===== src/hdl/csb_pkg.sv =====
// Package: operation codes, flag positions and carriers for the compare/skip/branch unit
package csb_pkg;
	// ------------------------------------------------------------
	// Widths and flag positions
	// ------------------------------------------------------------
	localparam int CSB_PC_W = 16;
	localparam int CSB_FLAG_C = 0;
	localparam int CSB_FLAG_Z = 1;
	localparam int CSB_FLAG_N = 2;
	localparam int CSB_FLAG_V = 3;
	localparam int CSB_FLAG_S = 4;
	localparam int CSB_FLAG_H = 5;
	localparam logic [7:0] CSB_FLAGS_RST = 8'h00;
	localparam logic [15:0] CSB_PC_RST = 16'h0000;
	localparam logic [15:0] CSB_PC_ONE = 16'h0001;
	localparam logic [15:0] CSB_PC_TWO = 16'h0002;
	localparam logic [15:0] CSB_PC_THREE = 16'h0003;
	localparam logic [1:0] CSB_CYC_ONE = 2'h1;
	localparam logic [1:0] CSB_CYC_TWO = 2'h2;
	localparam logic [1:0] CSB_CYC_THREE = 2'h3;

	// ------------------------------------------------------------
	// Operations
	// ------------------------------------------------------------
	typedef enum logic [3:0] {
		CSB_OP_NOP = 4'h0,
		CSB_OP_CMP = 4'h1,
		CSB_OP_CMP_CARRY = 4'h2,
		CSB_OP_CMP_IMM = 4'h3,
		CSB_OP_SKIP_REG_CLR = 4'h4,
		CSB_OP_SKIP_REG_SET = 4'h5,
		CSB_OP_SKIP_IO_CLR = 4'h6,
		CSB_OP_SKIP_IO_SET = 4'h7,
		CSB_OP_BR_FLAG_SET = 4'h8,
		CSB_OP_BR_FLAG_CLR = 4'h9,
		CSB_OP_BR_EQ = 4'hA,
		CSB_OP_BR_NE = 4'hB,
		CSB_OP_BR_CS = 4'hC
	} csb_op_e;

	typedef enum logic [2:0] {
		CSB_ST_IDLE = 3'b001,
		CSB_ST_BUSY = 3'b010,
		CSB_ST_DONE = 3'b100
	} csb_state_e;

	// ------------------------------------------------------------
	// Instruction carrier
	// ------------------------------------------------------------
	typedef struct packed {
		csb_op_e op;
		logic [7:0] reg_a;
		logic [7:0] reg_b;
		logic [7:0] io_val;
		logic [2:0] sel;
		logic signed [6:0] offset;
		logic next_is_long;
	} csb_instr_s;
endpackage


===== src/hdl/csb_unit.sv =====
// Compare, bit-test skip and conditional branch execution unit
//
// Notes on behaviour
// - Register compare subtracts the second register from the first, sets Z N V C H, keeps no result, one cycle.
// - Compare with carry subtracts the second register and carry, sets Z N V C H, keeps no result, one cycle.
// - Immediate compare subtracts a constant from a register, sets Z N V C H, one cycle.
// - Skip on register bit clear advances the PC by two or three when the bit is zero, in 1 to 3 cycles.
// - Skip on register bit set advances the PC by two or three when the bit is one, in 1 to 3 cycles.
// - Skip on I/O bit clear advances the PC by two or three when the bit is zero, flags kept.
// - Skip on I/O bit set advances the PC by two or three when the bit is one, flags kept.
// - Branch on flag set loads PC plus offset plus one when the chosen flag is one, 1 or 2 cycles.
// - Branch on flag clear loads PC plus offset plus one when the chosen flag is zero, 1 or 2 cycles.
// - Branch if equal jumps to PC plus offset plus one when Z is one, flags kept.
// - Branch if not equal jumps to PC plus offset plus one when Z is zero, flags kept.
// - Branch if carry set jumps to PC plus offset plus one when C is one, flags kept.
`timescale 1ns/100ps
`default_nettype none
module csb_unit (
	input wire logic CLK_IN, // 200 MHz core clock
	input wire logic RESETN_IN, // Asynchronous reset, active low
	input wire logic ISSUE_IN, // Instruction valid, one-cycle pulse
	input wire csb_pkg::csb_instr_s INSTR_IN, // Decoded instruction
	output logic READY_OUT, // Unit can accept an instruction
	output logic DONE_OUT, // Instruction retired, one-cycle pulse
	output logic [15:0] PC_OUT, // Program counter in words
	output logic [7:0] FLAGS_OUT // status_flags_register
);
	import csb_pkg::*;

	csb_state_e state;
	logic [1:0] wait_cnt;
	logic [15:0] next_pc;
	logic [7:0] next_flags;
	logic [1:0] next_cycles;
	logic [8:0] diff;
	logic [7:0] sub_b;
	logic cin, taken, is_cmp;

	// ------------------------------------------------------------
	// Subtractor and condition evaluation
	// ------------------------------------------------------------
	always_comb begin
		sub_b = INSTR_IN.reg_b;
		cin = 1'b0;
		is_cmp = 1'b0;
		taken = 1'b0;
		case (INSTR_IN.op)
			CSB_OP_CMP: is_cmp = 1'b1;
			CSB_OP_CMP_CARRY: begin
				is_cmp = 1'b1;
				cin = FLAGS_OUT[CSB_FLAG_C];
			end
			CSB_OP_CMP_IMM: is_cmp = 1'b1;
			CSB_OP_SKIP_REG_CLR: taken = ~INSTR_IN.reg_a[INSTR_IN.sel];
			CSB_OP_SKIP_REG_SET: taken = INSTR_IN.reg_a[INSTR_IN.sel];
			CSB_OP_SKIP_IO_CLR: taken = ~INSTR_IN.io_val[INSTR_IN.sel];
			CSB_OP_SKIP_IO_SET: taken = INSTR_IN.io_val[INSTR_IN.sel];
			CSB_OP_BR_FLAG_SET: taken = FLAGS_OUT[INSTR_IN.sel];
			CSB_OP_BR_FLAG_CLR: taken = ~FLAGS_OUT[INSTR_IN.sel];
			CSB_OP_BR_EQ: taken = FLAGS_OUT[CSB_FLAG_Z];
			CSB_OP_BR_NE: taken = ~FLAGS_OUT[CSB_FLAG_Z];
			CSB_OP_BR_CS: taken = FLAGS_OUT[CSB_FLAG_C];
			default: taken = 1'b0;
		endcase
		diff = {1'b0, INSTR_IN.reg_a} - {1'b0, sub_b} - {8'h00, cin};
	end

	// ------------------------------------------------------------
	// Next PC, flags and cycle count
	// ------------------------------------------------------------
	always_comb begin
		next_pc = PC_OUT + CSB_PC_ONE;
		next_flags = FLAGS_OUT;
		next_cycles = CSB_CYC_ONE;
		if (is_cmp) begin
			next_flags[CSB_FLAG_C] = diff[8];
			next_flags[CSB_FLAG_N] = diff[7];
			next_flags[CSB_FLAG_V] = (INSTR_IN.reg_a[7] ^ sub_b[7])
				& (INSTR_IN.reg_a[7] ^ diff[7]);
			next_flags[CSB_FLAG_S] = diff[7] ^ next_flags[CSB_FLAG_V];
			next_flags[CSB_FLAG_H] = (~INSTR_IN.reg_a[3] & sub_b[3])
				| (sub_b[3] & diff[3]) | (diff[3] & ~INSTR_IN.reg_a[3]);
			// Compare with carry only keeps Z clear, never sets it
			if (INSTR_IN.op == CSB_OP_CMP_CARRY) begin
				next_flags[CSB_FLAG_Z] = (diff[7:0] == 8'h00)
					& FLAGS_OUT[CSB_FLAG_Z];
			end else begin
				next_flags[CSB_FLAG_Z] = (diff[7:0] == 8'h00);
			end
		end else if (taken && INSTR_IN.op inside {CSB_OP_SKIP_REG_CLR,
			CSB_OP_SKIP_REG_SET, CSB_OP_SKIP_IO_CLR, CSB_OP_SKIP_IO_SET}) begin
			next_pc = PC_OUT + (INSTR_IN.next_is_long ? CSB_PC_THREE
				: CSB_PC_TWO);
			next_cycles = INSTR_IN.next_is_long ? CSB_CYC_THREE
				: CSB_CYC_TWO;
		end else if (taken) begin
			next_pc = PC_OUT + {{9{INSTR_IN.offset[6]}}, INSTR_IN.offset}
				+ CSB_PC_ONE;
			next_cycles = CSB_CYC_TWO;
		end
	end

	// ------------------------------------------------------------
	// Architectural state update
	// ------------------------------------------------------------
	always_ff @(posedge CLK_IN or negedge RESETN_IN) begin
		if (!RESETN_IN) begin
			PC_OUT <= CSB_PC_RST;
			FLAGS_OUT <= CSB_FLAGS_RST;
		end else if (ISSUE_IN && READY_OUT) begin
			PC_OUT <= next_pc;
			FLAGS_OUT <= next_flags;
		end
	end

	// ------------------------------------------------------------
	// Cycle sequencing
	// ------------------------------------------------------------
	always_ff @(posedge CLK_IN or negedge RESETN_IN) begin
		if (!RESETN_IN) begin
			state <= CSB_ST_IDLE;
			wait_cnt <= 2'h0;
			READY_OUT <= 1'b1;
			DONE_OUT <= 1'b0;
		end else begin
			DONE_OUT <= 1'b0;
			case (state)
				CSB_ST_IDLE: begin
					if (ISSUE_IN) begin
						if (next_cycles == CSB_CYC_ONE) begin
							DONE_OUT <= 1'b1;
						end else begin
							state <= CSB_ST_BUSY;
							READY_OUT <= 1'b0;
							wait_cnt <= next_cycles - CSB_CYC_TWO;
						end
					end
				end
				CSB_ST_BUSY: begin
					if (wait_cnt == 2'h0) begin
						state <= CSB_ST_IDLE;
						READY_OUT <= 1'b1;
						DONE_OUT <= 1'b1;
					end else begin
						wait_cnt <= wait_cnt - 2'h1;
					end
				end
				default: begin
					state <= CSB_ST_IDLE;
					READY_OUT <= 1'b1;
				end
			endcase
		end
	end

	// ------------------------------------------------------------
	// Checks
	// ------------------------------------------------------------
	wire accept = ISSUE_IN && READY_OUT;
	wire is_branch = INSTR_IN.op inside {CSB_OP_BR_FLAG_SET, CSB_OP_BR_FLAG_CLR,
		CSB_OP_BR_EQ, CSB_OP_BR_NE, CSB_OP_BR_CS};
	wire is_skip = INSTR_IN.op inside {CSB_OP_SKIP_REG_CLR, CSB_OP_SKIP_REG_SET,
		CSB_OP_SKIP_IO_CLR, CSB_OP_SKIP_IO_SET};

	a_cmp_one_cycle: assert property (@(posedge CLK_IN) disable iff (!RESETN_IN)
		accept && is_cmp |=> DONE_OUT && READY_OUT && PC_OUT == $past(PC_OUT) + 16'h0001)
		else $error("compare did not retire in one cycle");
	a_cmp_zero_flag: assert property (@(posedge CLK_IN) disable iff (!RESETN_IN)
		accept && INSTR_IN.op == CSB_OP_CMP_IMM && INSTR_IN.reg_a == INSTR_IN.reg_b
		|=> FLAGS_OUT[CSB_FLAG_Z] && !FLAGS_OUT[CSB_FLAG_C])
		else $error("equal compare did not set zero");
	a_cmpc_borrow: assert property (@(posedge CLK_IN) disable iff (!RESETN_IN)
		accept && INSTR_IN.op == CSB_OP_CMP_CARRY && FLAGS_OUT[CSB_FLAG_C]
		&& INSTR_IN.reg_a == INSTR_IN.reg_b |=> FLAGS_OUT[CSB_FLAG_C])
		else $error("compare with carry lost the borrow");
	a_skip_long: assert property (@(posedge CLK_IN) disable iff (!RESETN_IN)
		accept && is_skip && taken && INSTR_IN.next_is_long
		|=> !READY_OUT ##1 !READY_OUT ##1 READY_OUT && DONE_OUT)
		else $error("long skip did not take three cycles");
	a_skip_pc: assert property (@(posedge CLK_IN) disable iff (!RESETN_IN)
		accept && is_skip && taken |=> PC_OUT - $past(PC_OUT)
		== ($past(INSTR_IN.next_is_long) ? 16'h0003 : 16'h0002))
		else $error("skip moved the PC wrongly");
	a_skip_flags: assert property (@(posedge CLK_IN) disable iff (!RESETN_IN)
		accept && (is_skip || is_branch) |=> $stable(FLAGS_OUT))
		else $error("skip or branch changed the flags");
	a_branch_target: assert property (@(posedge CLK_IN) disable iff (!RESETN_IN)
		accept && is_branch && taken |=> PC_OUT == $past(PC_OUT)
		+ {{9{$past(INSTR_IN.offset[6])}}, $past(INSTR_IN.offset)} + 16'h0001)
		else $error("branch target wrong");
	a_branch_two: assert property (@(posedge CLK_IN) disable iff (!RESETN_IN)
		accept && is_branch && taken |=> !READY_OUT ##1 DONE_OUT)
		else $error("taken branch did not take two cycles");
	a_false_one: assert property (@(posedge CLK_IN) disable iff (!RESETN_IN)
		accept && (is_skip || is_branch) && !taken
		|=> DONE_OUT && PC_OUT == $past(PC_OUT) + 16'h0001)
		else $error("false condition did not advance by one");
	a_ne_cond: assert property (@(posedge CLK_IN) disable iff (!RESETN_IN)
		accept && INSTR_IN.op == CSB_OP_BR_NE && FLAGS_OUT[CSB_FLAG_Z]
		|=> PC_OUT == $past(PC_OUT) + 16'h0001)
		else $error("not-equal branch taken with zero set");
	a_cs_cond: assert property (@(posedge CLK_IN) disable iff (!RESETN_IN)
		accept && INSTR_IN.op == CSB_OP_BR_CS && !FLAGS_OUT[CSB_FLAG_C]
		|=> PC_OUT == $past(PC_OUT) + 16'h0001)
		else $error("carry branch taken with carry clear");
	a_clr_cond: assert property (@(posedge CLK_IN) disable iff (!RESETN_IN)
		accept && INSTR_IN.op == CSB_OP_BR_FLAG_CLR && FLAGS_OUT[INSTR_IN.sel]
		|=> PC_OUT == $past(PC_OUT) + 16'h0001)
		else $error("flag-clear branch taken with flag set");
	a_reg_set_cond: assert property (@(posedge CLK_IN) disable iff (!RESETN_IN)
		accept && INSTR_IN.op == CSB_OP_SKIP_REG_SET && !INSTR_IN.reg_a[INSTR_IN.sel]
		|=> DONE_OUT)
		else $error("register-set skip taken with bit clear");

	c_cmp: cover property (@(posedge CLK_IN) accept && is_cmp);
	c_skip_long: cover property (@(posedge CLK_IN) accept && is_skip && taken
		&& INSTR_IN.next_is_long);
	c_branch_back: cover property (@(posedge CLK_IN) accept && is_branch && taken
		&& INSTR_IN.offset[6]);
	c_branch_not: cover property (@(posedge CLK_IN) accept && is_branch && !taken);
endmodule
`default_nettype wire


===== config.mk =====
export PLATFORM = sky130hd
export DESIGN_NAME = csb_unit
export DESIGN_NICKNAME = d
export VERILOG_FILES = /design/src/hdl/csb_pkg.sv /design/src/hdl/csb_unit.sv
export SDC_FILE = /design/constraint.sdc
export NUM_CORES = 1
export LEC_CHECK = 0
export ABC_AREA = 0
export BUFFER_PORTS_ARGS = -buffer_cell sky130_fd_sc_hd__buf_2
export CAP_MARGIN = 20
export CELL_PAD_IN_SITES_DETAIL_PLACEMENT = 1
export CELL_PAD_IN_SITES_GLOBAL_PLACEMENT = 1
export CORE_MARGIN = 3
export CORE_UTILIZATION = 37
export DETAILED_ROUTE_END_ITERATION = 6
export PLACE_DENSITY = 0.84
export SETUP_SLACK_MARGIN = 0.05
export SLEW_MARGIN = 20
export SYNTH_ARGS = -nofsm -noshare
export SYNTH_HDL_FRONTEND = slang
export SYNTH_SLANG_ARGS = --single-unit

===== constraint.sdc =====
create_clock -name CLK_IN -period 2.6 [get_ports CLK_IN]
set_input_delay 0.26 -clock CLK_IN [delete_from_list [all_inputs] [get_ports CLK_IN]]
set_output_delay 0.26 -clock CLK_IN [all_outputs]
set_load 0.01 [all_outputs]

[Yosys cells after proc, flatten, opt, wreduce, memory -nomap -nowiden]
Index checks and enable logic that the tools add are counted.
Word-level totals
  output and inout port bits: 26
  logic and storage cells: 93
  bits of input ports: 42
  latch bits: 0
  ROM bits: 0
  bits in writable memories: 0
  memories kept: 0
  flip-flop bits (word level): 29
Cells by class
  multiply operators: 0
  bitwise operators: 15
  reductions and logical operators: 10
  muxes and demuxes: 34
  eq/ne operators: 19
  div/mod/pow operators: 0
  shift operators: 0
  order comparisons: 1
  $add $sub $neg: 8
Operators by type and width (number)
  2-to-1 mux 16 bit: 3
  adder 16 x 1 -> 16 bit, second input constant: 2
  equality test 4 bit, second input constant: 5
  adder 16 bit: 1
  adder 16 x 2 -> 16 bit: 1
  equality test 4 x 3 -> 1 bit, second input constant: 4
  2-to-1 mux 1 bit: 14
  2-to-1 mux 2 bit: 6
  binary-select mux 1 bit (select 3 bit): 3
  2-to-1 mux 3 bit: 3
  case mux 1 bit (9 select lines): 1
  subtractor 8 x 8 -> 9 bit: 1
  subtractor 9 x 1 -> 9 bit: 1
  equality test 4 x 2 -> 1 bit, second input constant: 2
  logical NOT 8 bit: 1
  inequality test 2 bit, second input constant: 4
  case mux 3 bit (2 select lines): 1
  bitwise AND 1 bit: 5
  NOT 1 bit: 5
  equality test 4 x 1 -> 1 bit, second input constant: 1
  less-than comparator 3 x 4 -> 1 bit, second input constant: 1
  case mux 1 bit (2 select lines): 2
  case mux 2 bit (2 select lines): 1
  AND reduction 4 bit: 1
  14 further kinds: 18

[Logic depth before layout (Yosys ltp)]
  depth in word-level cells: 11
  gate-level depth with buffers: 13
  depth with buffers taken out: 13

[Worst setup path after synthesis]
No wires, ideal clock.
  path type: input to register
  start point: input port INSTR_IN[36] in the netlist's numbering
  end point: register FLAGS_OUT[3]
  setup time: 0.096 ns
  slack: -0.039 ns
  stages: 13
  buffers on the path: 0
  arrival: 2.543 ns
  required time: 2.504 ns
  cells stage by stage: nor2b_1 > nand3_1 > fa_1 > inv_1 > ha_1 > o21ai_0 > nand3b_1 > a21oi_1 > o21bai_1 > or4_1 > nand4_1 > xnor2_1 > o31ai_1
On the way
  word-level cells in the longest chain between the ends: 5
  elaborated cells between the ends (all ways): 10
  classes of those cells: add/sub (1); eq/ne (3); mux (2); bitwise (2); reduce/logical (2)
RTL lines
  start, declared: line csb_unit.sv:22  | input wire csb_pkg::csb_instr_s INSTR_IN,
  equality test 4 x 2 -> 1 bit: line csb_unit.sv:47  | case (INSTR_IN.op)
  2-to-1 mux 1 bit: line csb_unit.sv:47
  subtractor 9 x 1 -> 9 bit: line csb_unit.sv:65  | diff = {1'b0, INSTR_IN.reg_a} - {1'b0, sub_b} - {8'h00, cin};
  XOR 1 bit: line csb_unit.sv:79  | & (INSTR_IN.reg_a[7] ^ diff[7]);
  bitwise AND 1 bit: line csb_unit.sv:79
  end signal, assigned: line csb_unit.sv:112  | FLAGS_OUT <= next_flags;
  end, declared: line csb_unit.sv:26  | output logic [7:0] FLAGS_OUT
Several ways; a longest one is shown, not always the timed one.
A chain may end at the register's enable or synchronous reset.

[Worst setup path in the final report]
  start point: register FLAGS_OUT[0]
  end point: register PC_OUT[7]
On the way
  word-level cells in the longest chain between the ends: 7
  elaborated cells between the ends (all ways): 8
  classes of those cells: mux (6); bitwise (1); reduce/logical (1)
RTL lines
  binary-select mux 1 bit (select 3 bit): line csb_unit.sv:58, csb_unit.sv:59
  2-to-1 mux 1 bit (implied by the code): line csb_unit.sv:58, csb_unit.sv:59
  NOT 1 bit: line csb_unit.sv:59  | CSB_OP_BR_FLAG_CLR: taken = ~FLAGS_OUT[INSTR_IN.sel];
  case mux 1 bit (9 select lines) (*): line csb_unit.sv:47
  2-to-1 mux 16 bit / logical AND 1 bit (equally long branches): line csb_unit.sv:96, csb_unit.sv:90
  2-to-1 mux 16 bit (*): line csb_unit.sv:90  | end else if (taken && INSTR_IN.op inside {CSB_OP_SKIP_REG_CLR,
  2-to-1 mux 16 bit (*): line csb_unit.sv:75  | if (is_cmp) begin
  end signal, assigned: line csb_unit.sv:111  | PC_OUT <= next_pc;
  end, declared: line csb_unit.sv:25  | output logic [15:0] PC_OUT,
Mark *: on every way between the ends. The rest lies on a longest branch, timed or not. The select of a mux whose other input is x is not followed.

==> impl_metrics.csv <==
group,metric,value,unit
worst_setup_path,critPathLaunchType,"register",
worst_setup_path,timing.rr.start,"FLAGS_OUT[0]",
timing,setup_tns,-0.231,ns
yosys,netlist-cell-type-count,60,
yosys,synth_most_common_cell,"a21oi_1",
worst_setup_path,crit_slowest_cell,"or4_1",
yosys,synthTopCellsByArea,"dfrtp_1 19%, ha_1 13%, a21oi_1 7.1%",
yosys,syn_area,3440,sq um
cts,cts_root_buf,"clkbuf_8",
worst_setup_path,worstPathArrival,2.89,ns
placed_design,gp_congestion,0.840,
cts,htree_levels,1,
placed_design,postPlaceCellArea,4140,sq um
global_routing,grt_max_degree,28,
timing,hold_slack,-0.0246,ns
routing,post_drt_wl_per_cell,18.0,um
yosys,synth-seq-area-share,19.7,%
power,p_leak,2.02,nW
timing,hold_viol,17,
worst_setup_path,cp-endpoint,"PC_OUT[7]",
timing,fin_ws,-0.0679,ns
timing,skew,0.00829,ns
placed_design,place_inst,654,
global_routing,track_usage,22.9,%
timing,rsz0062_at_grt,"yes",
worst_setup_path,crit_type,"register to register",
layout,instances_no_fill,666,
floorplan,ios,68,
routing,drt-total-wl,12000,um
layout,num-nets-final,639,
worst_setup_path,worstPathCellList,"buf_4 -> mux4_2 -> a22oi_2 -> a21o_1 -> o21ai_4 -> a211o_4 -> or4_1 -> o221ai_1",
cts,cts_buffers,3,
placed_design,dp_hpwl,9330,um
yosys,synth_top_area_share,18.9,%
power,powerDensity,921,nW/um^2
run,cap_violations,0,
yosys,ys_top_cells_by_count,"49 x a21oi_1, 44 x nor2_1, 41 x nand2_1",
yosys,syn_avg_cell_area,7.56,sq um
floorplan,design.core.area,8890,sq um
yosys,synthFlopType,"dfrtp_1",
worst_hold_path,hold_class,"input port to async pin",
status,status,"complete, but fails checks",
timing,post-route-min-period,2.67,ns
global_routing,grt-ovfl-total,0,
cts,cts_tree,"done",
timing,worst_pin_slew,0.836,ns
layout,final_area,4440,sq um
yosys,synth_edf_count,0,
yosys,synthArstFlopShare,100,%
timing,min_period_over_period,103,%
layout,fillCellCount,1132,
routing,drt_iter0_drc,241,
worst_setup_path,critPathMaxFanout,6,
worst_setup_path,end_kind,"register",
routing,vias,3885,
global_routing,grt_pass1_wl,19400,um
layout,syn_to_final_growth,29.2,%
routing,drtPass1Iterations,4,
global_routing,antenna_found_initial,0,
timing,setup_viol,10,
cts,clk_latency,0.29,ns
routing,drc,0,
worst_setup_path,reg2reg_depth,8,
layout,antennaDiodeCount,0,
layout,drive_above_1_share,28.7,%
timing,max_slew_margin,43.7,%
cts,max-clock-path-buffers,2,
status,violations,"hold timing, setup timing",
floorplan,fp-row-count,34,
yosys,ys_warn_count,0,
floorplan,initial_utilization,38.7,%
worst_setup_path,crit_start,"FLAGS_OUT[0]",
cts,clk_pin_slew,0.12,ns
worst_setup_path,r2r-end,"PC_OUT[7]",
cts,clock-sinks,27,
floorplan,die_h,102,um
worst_setup_path,timing.reg2reg.setup_slack,-0.07,ns
timing,slew_violations,0,
timing,max_freq,375,MHz
yosys,syn_inst,455,
yosys,synth-seq-cells,27,
yosys,yosysTopAreaCell,"dfrtp_1",
routing,via_per_inst,5.83,
global_routing,grt_pass1_vias,4047,
power,irDropWorstVdd,271,uV
placed_design,port_buffers,65,
floorplan,dieWidth,102,um
floorplan,die_area,10500,sq um
worst_setup_path,worstPathRequired,2.82,ns
worst_setup_path,cpPeakStageDelay,0.52,ns
routing,antenna_left,0,
-- per-stage QoR --
step                util (%)  worst slack, ns  total power [W]
CTS                     48.4          -0.0754          0.00395
global placement        46.6           -0.189          0.00343
global route            50.0           -0.214          0.00446
floorplan                  -          0.00305          0.00258
detailed placement      46.6           -0.372          0.00358
finish                  50.0          -0.0679          0.00409
-- repair_timing --
item,CTS,global route
resized for setup,19,29
pin swaps,16,14
hold buffers,0,0
setup endpoints to repair,23,26
buffers inserted,5,3
cloned,1,0
-- power by group --
part	switching (W)	total, W	internal [W]
clock	0.000168	0.000278	0.000110
combinational	0.00172	0.00301	0.00129
sequential	0.000192	0.000806	0.000614
total	0.00208	0.00409	0.00202
-- cells by family after synthesis --
logic type | after synthesis | synth area share (%)
other | 1 | 0.109
xor gates and xnor gates | 38 | 9.67
AOI/OAI and AO/OA | 142 | 26.0
and+or+nand+nor | 142 | 19.2
buffers and inverters | 58 | 7.13
muxes | 9 | 3.75
adders and majority gates | 38 | 14.5
DFF | 27 | 19.7
-- cell usage in the layout (no fill, tap or decap), types with 5 or more instances in the layout --
| master | synthesis | final |
|---|---|---|
| xor2_1 | 19 | 18 |
| xnor2_1 | 19 | 19 |
| o21ai_0 | 31 | 24 |
| nand2b_1 | 6 | 6 |
| a21o_1 | 5 | 5 |
| dfrtp_1 | 26 | 26 |
| ha_1 | 35 | 33 |
| nand4_1 | 8 | 8 |
| mux2i_1 | 5 | 5 |
| nand2_1 | 41 | 38 |
| buf_2 | 4 | 65 |
| inv_1 | 40 | 39 |
| nor2_1 | 44 | 43 |
| a21oi_2 | 0 | 6 |
| o211ai_1 | 8 | 8 |
| a31oi_1 | 8 | 7 |
| buf_4 | 2 | 48 |
| nor2b_1 | 6 | 5 |
| nand3_1 | 12 | 11 |
| a21oi_1 | 49 | 43 |
| nor3_1 | 6 | 5 |
| o21ai_1 | 1 | 7 |
-- registers in the layout, summed over array words and instances (netlist names) --
name       count
FLAGS_OUT      6
PC_OUT        16
DONE_OUT       1
wait_cnt       2
state          2
-- worst max-delay path: cells and delay by family, from the launching register on --
family	cells	cell delay (ns)
flops	1	0.44
mux	1	0.47
compound gates	5	1.00
buf+inv	1	0.18
simple gates	1	0.52
-- final cells by class --
| type | count | area [sq um] | share of cell area [%] |
|---|---|---|---|
| multi-input combinational | 372 | 2710 | 61.0 |
| inverter | 40 | 150 | 3.38 |
| timing repair buffer | 115 | 721 | 16.2 |
| clock buffer | 3 | 41.3 | 0.929 |
| clock inverter | 1 | 7.51 | 0.169 |
| sequential | 27 | 677 | 15.2 |
| tap | 108 | 135 | 3.04 |
-- routing by layer --
metal	part of all wire (%)	vias to the layer above	global-route usage, %	routed length (um)
met5	0	-	0	0
met3	4.0	21	2.39	474
li1	-	1828	-	-
met1	43	1928	28.1	5150
met2	51	108	41.8	6080
met4	2.2	0	7.06	260
-- how the worst min path moves through the flow --
stage | from | endpoint | slack (ns) | cells past startpoint
finish | RESETN_IN | PC_OUT[8] | -0.02 | 1
global route | RESETN_IN | PC_OUT[8] | 0.04 | 1
CTS | RESETN_IN | PC_OUT[3] | 0.02 | 1
detailed placement | RESETN_IN | PC_OUT[8] | 0.34 | 1
global placement | RESETN_IN | PC_OUT[8] | 0.33 | 1
floorplan | RESETN_IN | DONE_OUT | -0.04 | 0
(Power assumes the default switching activity.)
